--- config.mk ---
export PLATFORM = sky130hd
export DESIGN_NAME = scc_channel
export DESIGN_NICKNAME = d
export VERILOG_FILES = /design/src/pkg/scc_pkg.sv /design/src/hw/scc_skid.sv /design/src/hw/scc_channel.sv
export VERILOG_INCLUDE_DIRS = /design/src /design/src/pkg
export SDC_FILE = /design/constraint.sdc
export NUM_CORES = 1
export LEC_CHECK = 0
export ABC_AREA = 1
export BUFFER_PORTS_ARGS = -buffer_cell sky130_fd_sc_hd__clkbuf_2
export CORE_MARGIN = 2
export CORE_UTILIZATION = 25
export DETAILED_ROUTE_END_ITERATION = 10
export PLACE_DENSITY_LB_ADDON = 0.1
export SLEW_MARGIN = 20
export SYNTH_ARGS = -nofsm -noshare
export SYNTH_HDL_FRONTEND = slang
export SYNTH_SLANG_ARGS = --single-unit
--- constraint.sdc ---
create_clock -name clk -period 3.8 [get_ports clk]
set_input_delay 0.19 -clock clk [delete_from_list [all_inputs] [get_ports clk]]
set_output_delay 0.19 -clock clk [all_outputs]
set_load 0.02 [all_outputs]
--- src/pkg/scc_cfg.svh ---
// Register offsets, field positions, reset values and timing counts
// Function
// - Idle-stop 1 halts channel in Idle
// - Direction 1 receive, 0 transmit
// - Checksum enable verifies or computes CRC
// - Polarity 1 idles low, 0 high, ignored when receiving
// - Short PWM enable ignored when transmitting
// - Unused bits read zero, ignore writes
`ifndef SCC_CFG_SVH
`define SCC_CFG_SVH
`define SCC_OFS_CON1 4'h0
`define SCC_OFS_DATA 4'h4
`define SCC_OFS_STAT 4'h8
`define SCC_BIT_EN 15
`define SCC_BIT_SIDL 13
`define SCC_BIT_RCV 11
`define SCC_BIT_TXM 10
`define SCC_BIT_POL 9
`define SCC_BIT_CRC 8
`define SCC_BIT_PPP 7
`define SCC_BIT_SPC 6
`define SCC_BIT_PS 4
`define SCC_CON1_MASK 16'hAFD7
`define SCC_CON1_RST 16'h0000
`define SCC_TICK_NS 1000
`define SCC_CLK_NS 25
`define SCC_TICK_CYC ((`SCC_TICK_NS + `SCC_CLK_NS - 1) / `SCC_CLK_NS)
`define SCC_CRC_SEED 4'h5
`endif

--- src/pkg/scc_pkg.sv ---
// Types shared by the channel control block
package scc_pkg;
    typedef logic [15:0] scc_word_t;
    typedef enum logic [1:0] {
        SCC_TX_IDLE,
        SCC_TX_NIB,
        SCC_TX_LOW
    } scc_txst_e;
endpackage

--- src/hw/scc_skid.sv ---
// Two-entry buffer with valid and ready on both sides
module scc_skid #(
    parameter int WIDTH = 16
) (
    // Clock and reset
    input wire logic clk,
    input wire logic rst_n,
    // Fill side
    input wire logic [WIDTH-1:0] in_data,
    input wire logic in_valid,
    output logic in_ready,
    // Drain side
    output logic [WIDTH-1:0] out_data,
    output logic out_valid,
    input wire logic out_ready
);
    logic [WIDTH-1:0] mem_reg [2];
    logic wp_reg;
    logic rp_reg;
    logic [1:0] cnt_reg;
    wire push = in_valid && in_ready;
    wire pop = out_valid && out_ready;
    assign in_ready = (cnt_reg != 2'h2);
    assign out_valid = (cnt_reg != 2'h0);
    assign out_data = mem_reg[rp_reg];
    initial begin
        if (WIDTH < 1) $error("scc_skid: WIDTH must be positive");
    end
    always_ff @(posedge clk) begin
        if (!rst_n) begin
            wp_reg <= 1'b0;
            rp_reg <= 1'b0;
            cnt_reg <= 2'h0;
        end else begin
            if (push) begin
                mem_reg[wp_reg] <= in_data;
                wp_reg <= ~wp_reg;
            end
            if (pop) rp_reg <= ~rp_reg;
            cnt_reg <= cnt_reg + {1'b0, push} - {1'b0, pop};
        end
    end
endmodule // scc_skid

--- src/hw/scc_channel.sv ---
// SENT channel control register and simple nibble transmitter/receiver
//
// The placing of the registers and the Avalon-MM register port were decided locally.
`include "scc_cfg.svh"
module scc_channel #(
    parameter int TICK_CYC = `SCC_TICK_CYC
) (
    // Clock and reset
    input wire logic clk,
    input wire logic rst_n,
    // Avalon-MM slave
    input wire logic [3:0] avs_address,
    input wire logic avs_read,
    input wire logic avs_write,
    input wire logic [31:0] avs_writedata,
    output logic [31:0] avs_readdata,
    output logic avs_waitrequest,
    // Device state
    input wire logic idle_mode,
    input wire logic spc_trigger,
    // Link pin
    input wire logic sent_in,
    output logic sent_out,
    // Received words
    output logic [15:0] rx_data,
    output logic rx_valid,
    input wire logic rx_ready,
    output logic crc_error
);
    import scc_pkg::*;
    initial begin
        if (TICK_CYC < 1) $error("scc_channel: TICK_CYC must be >= 1");
    end
    scc_word_t con_reg;
    scc_word_t tx_word_reg;
    logic tx_go_reg;
    logic [31:0] rdata_reg;
    logic ack_reg;
    logic wait_reg;
    logic out_reg;
    logic s1_reg, s2_reg, s3_reg;
    logic [15:0] tick_reg;
    logic [1:0] pre_reg;
    scc_txst_e st_reg;
    logic [4:0] nib_reg;
    logic rec_reg;
    logic [19:0] sh_reg;
    logic [4:0] rxn_reg;
    logic [19:0] rxsh_reg;
    logic rxpush_reg;
    logic crcerr_reg;
    logic sp1_reg, sp2_reg, sp3_reg;
    logic rxarm_reg;
    logic [15:0] rxd_reg;
    logic buf_rdy;
    logic [15:0] buf_data;
    logic buf_valid;

    // Address decode
    wire sel_con = (avs_address == `SCC_OFS_CON1);
    wire sel_dat = (avs_address == `SCC_OFS_DATA);
    wire sel_sta = (avs_address == `SCC_OFS_STAT);
    wire req = (avs_read || avs_write) && !ack_reg;
    wire wr_con = req && avs_write && sel_con;
    wire wr_dat = req && avs_write && sel_dat;
    wire enable = con_reg[`SCC_BIT_EN];
    wire run = enable && !(idle_mode && con_reg[`SCC_BIT_SIDL]);
    wire rx_mode = con_reg[`SCC_BIT_RCV];
    wire txm_eff = con_reg[`SCC_BIT_TXM] && !rx_mode;
    wire pol_eff = con_reg[`SCC_BIT_POL] && !rx_mode;
    wire spc_eff = con_reg[`SCC_BIT_SPC] && rx_mode;
    wire crc_on = con_reg[`SCC_BIT_CRC];
    wire [1:0] pre_max = con_reg[`SCC_BIT_PS] ? 2'h3 : 2'h0;
    wire tick = run && (tick_reg == 16'h0) && (pre_reg == 2'h0);
    wire idle_lvl = ~pol_eff;
    wire [31:0] rd_mux = sel_con ? {16'h0000, con_reg} :
        sel_dat ? {16'h0000, tx_word_reg} :
        sel_sta ? {28'h0000000, crcerr_reg, buf_valid, tx_go_reg,
            st_reg != SCC_TX_IDLE} : 32'h00000000;
    // Edge of the synchronised trigger pin
    wire spc_edge = sp2_reg && !sp3_reg;
    wire tx_start = run && !rx_mode && st_reg == SCC_TX_IDLE &&
        (txm_eff ? tx_go_reg : 1'b1);
    wire [3:0] tx_ck = `SCC_CRC_SEED ^ tx_word_reg[15:12] ^
        tx_word_reg[11:8] ^ tx_word_reg[7:4] ^ tx_word_reg[3:0];
    // Receiver: bit cell is marker, data, recovery, one tick each
    wire [15:0] rx_per = con_reg[`SCC_BIT_PS] ? 16'(TICK_CYC * 4) :
        16'(TICK_CYC);
    // Sample point lands inside the data cell
    wire [15:0] rx_lag = (rx_per - 16'h1) + ((rx_per - 16'h1) >> 1);
    wire rx_fall = (s2_reg != s3_reg) && !s2_reg;
    wire [19:0] rx_new = {rxsh_reg[18:0], s2_reg};
    wire [3:0] rx_ck = `SCC_CRC_SEED ^ rx_new[19:16] ^ rx_new[15:12] ^
        rx_new[11:8] ^ rx_new[7:4];

    always_ff @(posedge clk) begin
        if (!rst_n) begin
            con_reg <= `SCC_CON1_RST;
            tx_word_reg <= 16'h0000;
            ack_reg <= 1'b0;
            wait_reg <= 1'b1;
            rdata_reg <= 32'h00000000;
        end else begin
            ack_reg <= req;
            wait_reg <= !req;
            if (req) rdata_reg <= rd_mux;
            if (wr_con) con_reg <= avs_writedata[15:0] & `SCC_CON1_MASK;
            if (wr_dat) tx_word_reg <= avs_writedata[15:0];
        end
    end
    assign avs_waitrequest = wait_reg;
    assign avs_readdata = rdata_reg;

    // Trigger flag: set by write or external pulse, cleared by start
    always_ff @(posedge clk) begin
        if (!rst_n) tx_go_reg <= 1'b0;
        else if (wr_dat || (spc_edge && spc_eff)) tx_go_reg <= 1'b1;
        else if (tx_start) tx_go_reg <= 1'b0;
    end

    // Prescaled bit clock
    always_ff @(posedge clk) begin
        if (!rst_n || !run) begin
            tick_reg <= 16'h0;
            pre_reg <= 2'h0;
        end else if (tick_reg == 16'h0) begin
            tick_reg <= 16'(TICK_CYC - 1);
            pre_reg <= (pre_reg == 2'h0) ? pre_max : pre_reg - 2'h1;
        end else begin
            tick_reg <= tick_reg - 16'h1;
        end
    end

    // Transmitter: 20 bits, four data nibbles then checksum nibble
    always_ff @(posedge clk) begin
        if (!rst_n) begin
            st_reg <= SCC_TX_IDLE;
            nib_reg <= 5'h0;
            rec_reg <= 1'b0;
            sh_reg <= 20'h0;
            out_reg <= 1'b1;
        end else if (!run || rx_mode) begin
            st_reg <= SCC_TX_IDLE;
            out_reg <= rx_mode ? 1'b1 : idle_lvl;
        end else case (st_reg)
            SCC_TX_IDLE: begin
                out_reg <= idle_lvl;
                if (tx_start) begin
                    sh_reg <= {tx_word_reg, crc_on ? tx_ck : 4'h0};
                    nib_reg <= 5'h0;
                    st_reg <= SCC_TX_NIB;
                end
            end
            SCC_TX_NIB: if (tick) begin
                out_reg <= ~idle_lvl;
                rec_reg <= 1'b0;
                st_reg <= SCC_TX_LOW;
            end
            SCC_TX_LOW: if (tick) begin
                if (!rec_reg) begin
                    out_reg <= sh_reg[19] ^ pol_eff;
                    sh_reg <= {sh_reg[18:0], 1'b0};
                    rec_reg <= 1'b1;
                end else begin
                    out_reg <= idle_lvl;
                    nib_reg <= nib_reg + 5'h1;
                    st_reg <= (nib_reg == 5'd19) ? SCC_TX_IDLE : SCC_TX_NIB;
                end
            end
            default: st_reg <= SCC_TX_IDLE;
        endcase
    end
    assign sent_out = out_reg;

    // Pin synchroniser and receiver bit shifter
    always_ff @(posedge clk) begin
        if (!rst_n) begin
            s1_reg <= 1'b1;
            s2_reg <= 1'b1;
            s3_reg <= 1'b1;
            sp1_reg <= 1'b0;
            sp2_reg <= 1'b0;
            sp3_reg <= 1'b0;
            rxarm_reg <= 1'b0;
            rxd_reg <= 16'h0;
            rxn_reg <= 5'h0;
            rxsh_reg <= 20'h0;
            rxpush_reg <= 1'b0;
            crcerr_reg <= 1'b0;
        end else begin
            s1_reg <= sent_in;
            s2_reg <= s1_reg;
            s3_reg <= s2_reg;
            sp1_reg <= spc_trigger;
            sp2_reg <= sp1_reg;
            sp3_reg <= sp2_reg;
            rxpush_reg <= 1'b0;
            if (!run || !rx_mode) begin
                rxarm_reg <= 1'b0;
                rxn_reg <= 5'h0;
            end else if (!rxarm_reg) begin
                if (rx_fall) begin
                    rxarm_reg <= 1'b1;
                    rxd_reg <= rx_lag;
                end
            end else if (rxd_reg != 16'h0) begin
                rxd_reg <= rxd_reg - 16'h1;
            end else begin
                rxarm_reg <= 1'b0;
                rxsh_reg <= rx_new;
                rxn_reg <= (rxn_reg == 5'd19) ? 5'h0 : rxn_reg + 5'h1;
                if (rxn_reg == 5'd19) begin
                    rxpush_reg <= buf_rdy;
                    crcerr_reg <= crc_on && (rx_ck != rx_new[3:0]);
                end
            end
        end
    end

    scc_skid #(.WIDTH(16)) u_buf (
        .clk(clk),
        .rst_n(rst_n),
        .in_data(rxsh_reg[19:4]),
        .in_valid(rxpush_reg),
        .in_ready(buf_rdy),
        .out_data(buf_data),
        .out_valid(buf_valid),
        .out_ready(rx_ready)
    );
    assign rx_data = buf_data;
    assign rx_valid = buf_valid;
    assign crc_error = crcerr_reg;
endmodule // scc_channel

==> impl_metrics.csv <==
group,metric,value,unit
global_routing,track_usage,13.3,%
hold_path,min_from,"avs_writedata[5]",
power_and_ir_drop,switching_share,24.4,%
power_and_ir_drop,intPower,3080,µW
sta,rsz0062_at_grt,"no",
power_and_ir_drop,p_leak,0.00410,µW
job,drv_cap,0,
worst_setup_path,end_kind,"register",
routing,routed_wl,22700,µm
sta,relSlewSlack,32.6,%
logic_synthesis,synth.avg_cell_area,7.66,µm²
final_layout,syn2layout_area_growth,15.9,%
global_routing,met1_usage,18.3,%
final_layout,layout_commonest_cell,"nand2_1",
worst_setup_path,r2r-end,"nib_reg[0]$_SDFFE_PN0P_",
die,placementRows,67,
power_and_ir_drop,power_frac_clock,46.5,%
power_and_ir_drop,power_switching,994,µW
routing,first_iter_violations,273,
sta,fmax,427,MHz
routing,wl_per_cell,14.0,µm
die,dieArea,0.0352,mm²
routing,vias,6914,
logic_synthesis,synth_area,0.00842,mm²
sta,slew_violations,0,
worst_setup_path,cp-start-kind,"register",
worst_setup_path,timing.rr.start,"st_reg[0]$_SDFFE_PP0P_",
power_and_ir_drop,power_frac_seq,48.6,%
global_routing,grt_pass1_wl,36500,µm
cts,cts_resized,0,
final_layout,drive_gt1_share,13.7,%
sta,max_slew.worst_pin.slew,1.01,ns
power_and_ir_drop,finalPower,4080,µW
final_layout,layout_common_cells,"nand2_1 (213), dfxtp_1 (149), inv_1 (132), nor2_1 (127), o21ai_0 (119)",
worst_setup_path,criticalPathCategory,"register to register",
global_routing,grt_pass1_vias,6633,
hold_path,holdCritPathClass,"input pin to register",
logic_synthesis,ys_seq_elements,181,
logic_synthesis,ys_top_cells_by_area,"dfxtp_1 (35%), edfxtp_1 (11%), nand2_1 (9.5%), o21ai_0 (7.1%), inv_1 (5.9%)",
placed_design,routabilityCongestion,0.783,
logic_synthesis,synth-edff-count,32,
placed_design,portBuffers,63,
die,core,0.0334,mm²
worst_setup_path,crit_chain,"inv_1 -> ha_1 -> buf_4 -> inv_1 -> nor2_1 -> o21bai_1 -> nor2_1 -> nand2_1 -> o21ai_0 -> nor2_1",
placed_design,hpwl,16000,µm
worst_setup_path,cp_top_family,"buffers and inverters",
final_layout,final_util,29.3,%
cts,clock_sinks,181,
die,die_h,188,µm
worst_setup_path,cp_max_fo,40,
final_layout,diodes,0,
logic_synthesis,yosysSeqAreaShare,46.8,%
worst_setup_path,reg2reg_depth,10,
sta,min_period,2.34,ns
worst_setup_path,crit_buf_inv,3,
logic_synthesis,async_flop_share,0,%
cts,clock_path_buffers,2,
sta,hold_violations,0,
logic_synthesis,synthFlopType,"dfxtp_1",
final_layout,final_nets,1208,
logic_synthesis,yosysUniqueCellTypes,44,
die,ios,96,
global_routing,overflow,0,
worst_setup_path,crit_arrival,2.66,ns
cts,numCtsBuffers,17,
cts,cts.clk_slew.worst_paths,0.07,ns
global_routing,grt_util_met3,2.45,%
worst_setup_path,cp_common_cell,"nor2_1",
sta,min_period_over_period,61.6,%
power_and_ir_drop,vdd_ir_drop_max,0.000300,V
routing,via_per_inst,4.28,
hold_path,hold_path_end,"tx_word_reg[5]$_SDFFE_PN0P_",
worst_setup_path,cp_slowest_cell,"dfxtp_1",
hold_path,hold_depth,3,
cts,insertion_delay,0.44,ns
logic_synthesis,yosysTopAreaCell,"dfxtp_1",
sta,setup_viol,0,
worst_setup_path,r2r_slack,1.46,ns
outcome,status,"finished, final reports clean",
worst_setup_path,critPathMaxStageDelay,0.38,ns
global_routing,grt-busiest-layer,"met2",
worst_setup_path,crit_required,4.12,ns
routing,drcViolationCount,0,
final_layout,largest_register_ffs,32,
logic_synthesis,synthCells,1099,
sta,skew,0.0189,ns
global_routing,grtUsageMet2,21.4,%
cts,postCtsHoldBufs,2,
global_routing,antenna_found_initial,0,
power_and_ir_drop,p_per_area,418,mW/mm²
logic_synthesis,ys_warn_count,0,
die,dieWidth,188,µm
final_layout,final_area,0.00976,mm²
placed_design,placed_cell_area,0.00912,mm²
logic_synthesis,yosysTopAreaCellShare,35.4,%
power_and_ir_drop,comb_power_share,4.9,%
die,initial_core_util,25.2,%
cts,post_cts_buffers,0,
global_routing,grt_max_degree,95,
cts,cts_root_buf,"clkbuf_16",
routing,ant_nets,0,
sta,fin_tns_setup,0,ns
routing,first_pass_iters,6,
cts,htree_levels,4,
cts,cts_tree,"done",
[Yosys cell counts, types with 4 or more instances]
cell type  count
nand4_1        7
nor2_1       127
buf_2         11
xnor2_1        8
or2_2          7
dfxtp_1      149
nand3_1       52
a21oi_2       16
edfxtp_1      32
ha_1          11
nand2_1      213
inv_1        132
xor2_1        11
buf_6          4
buf_4         17
a21oi_1       85
clkbuf_1      23
mux2_2        16
o21ai_0      119
nor2_2         4
nor3_1        17
[cell families after synthesis]
kind of cell               after synthesis  synth area share [%]
xor gates and xnor gates                19                  1.98
other                                    1                0.0445
buffers and inverters                  192                  9.87
and+or+nand+nor                        441                  22.2
DFF                                    181                  46.8
adders and majority gates               11                  1.63
AOI/OAI and AO/OA                      237                  15.2
muxes                                   17                  2.26
[through the flow]
stage	cells	setup slack, ns	hold WS (ns)
2_1_floorplan	1114	1.77	0.288
3_3_place_gp	1580	1.37	0.381
3_5_place_dp	1580	1.32	0.378
4_1_cts	1614	1.44	0.0161
5_1_grt	1614	1.18	0.0206
6_report	1614	1.46	0.0368
[worst max-delay path by stage]
stage | start | to | slack [ns] | cells past startpoint
finish | st_reg[0]$_SDFFE_PP0P_ | nib_reg[0]$_SDFFE_PN0P_ | 1.46 | 10
detailed placement | avs_write | tx_word_reg[8]$_SDFFE_PN0P_ | 1.32 | 8
floorplan | u_buf.cnt_reg[1]$_SDFF_PN0_ | u_buf.mem_reg[1][0]$_DFFE_PP_ | 1.77 | 3
global route | st_reg[0]$_SDFFE_PP0P_ | nib_reg[0]$_SDFFE_PN0P_ | 1.18 | 10
CTS | st_reg[0]$_SDFFE_PP0P_ | nib_reg[0]$_SDFFE_PN0P_ | 1.44 | 10
global placement | avs_write | tx_word_reg[8]$_SDFFE_PN0P_ | 1.37 | 8
[tightest hold or removal path, stage by stage]
cell and delay, ns:
clkbuf_2 0.09, nand3_1 0.08, a21oi_1 0.06
[power groups by stage]
stage | sequential (µW) | combinational (µW) | clock [µW]
after global placement | 2030 | 203 | 0
final | 1980 | 200 | 1890
after global routing | 1990 | 222 | 2030
after floorplan | 2020 | 144 | 0
after detailed placement | 2030 | 202 | 0
after CTS | 1980 | 204 | 1960
[routing by layer]
layer  part of all wire, %  vias up
met5                     0        -
met3                   2.8       15
met4                   1.3        0
met1                    52     3159
li1                      -     3639
met2                    44      101
[area by class of cell]
type / count / area (µm²)
well taps: 448 / 561
repair buffers: 76 / 418
clock buffers: 18 / 429
clock inverters: 14 / 188
inverters: 136 / 513
flip-flops and latches: 181 / 3940
fillers: 3713 / 23600
multi-input cells: 741 / 3710
Note: power is estimated with default switching activity, not from simulation.
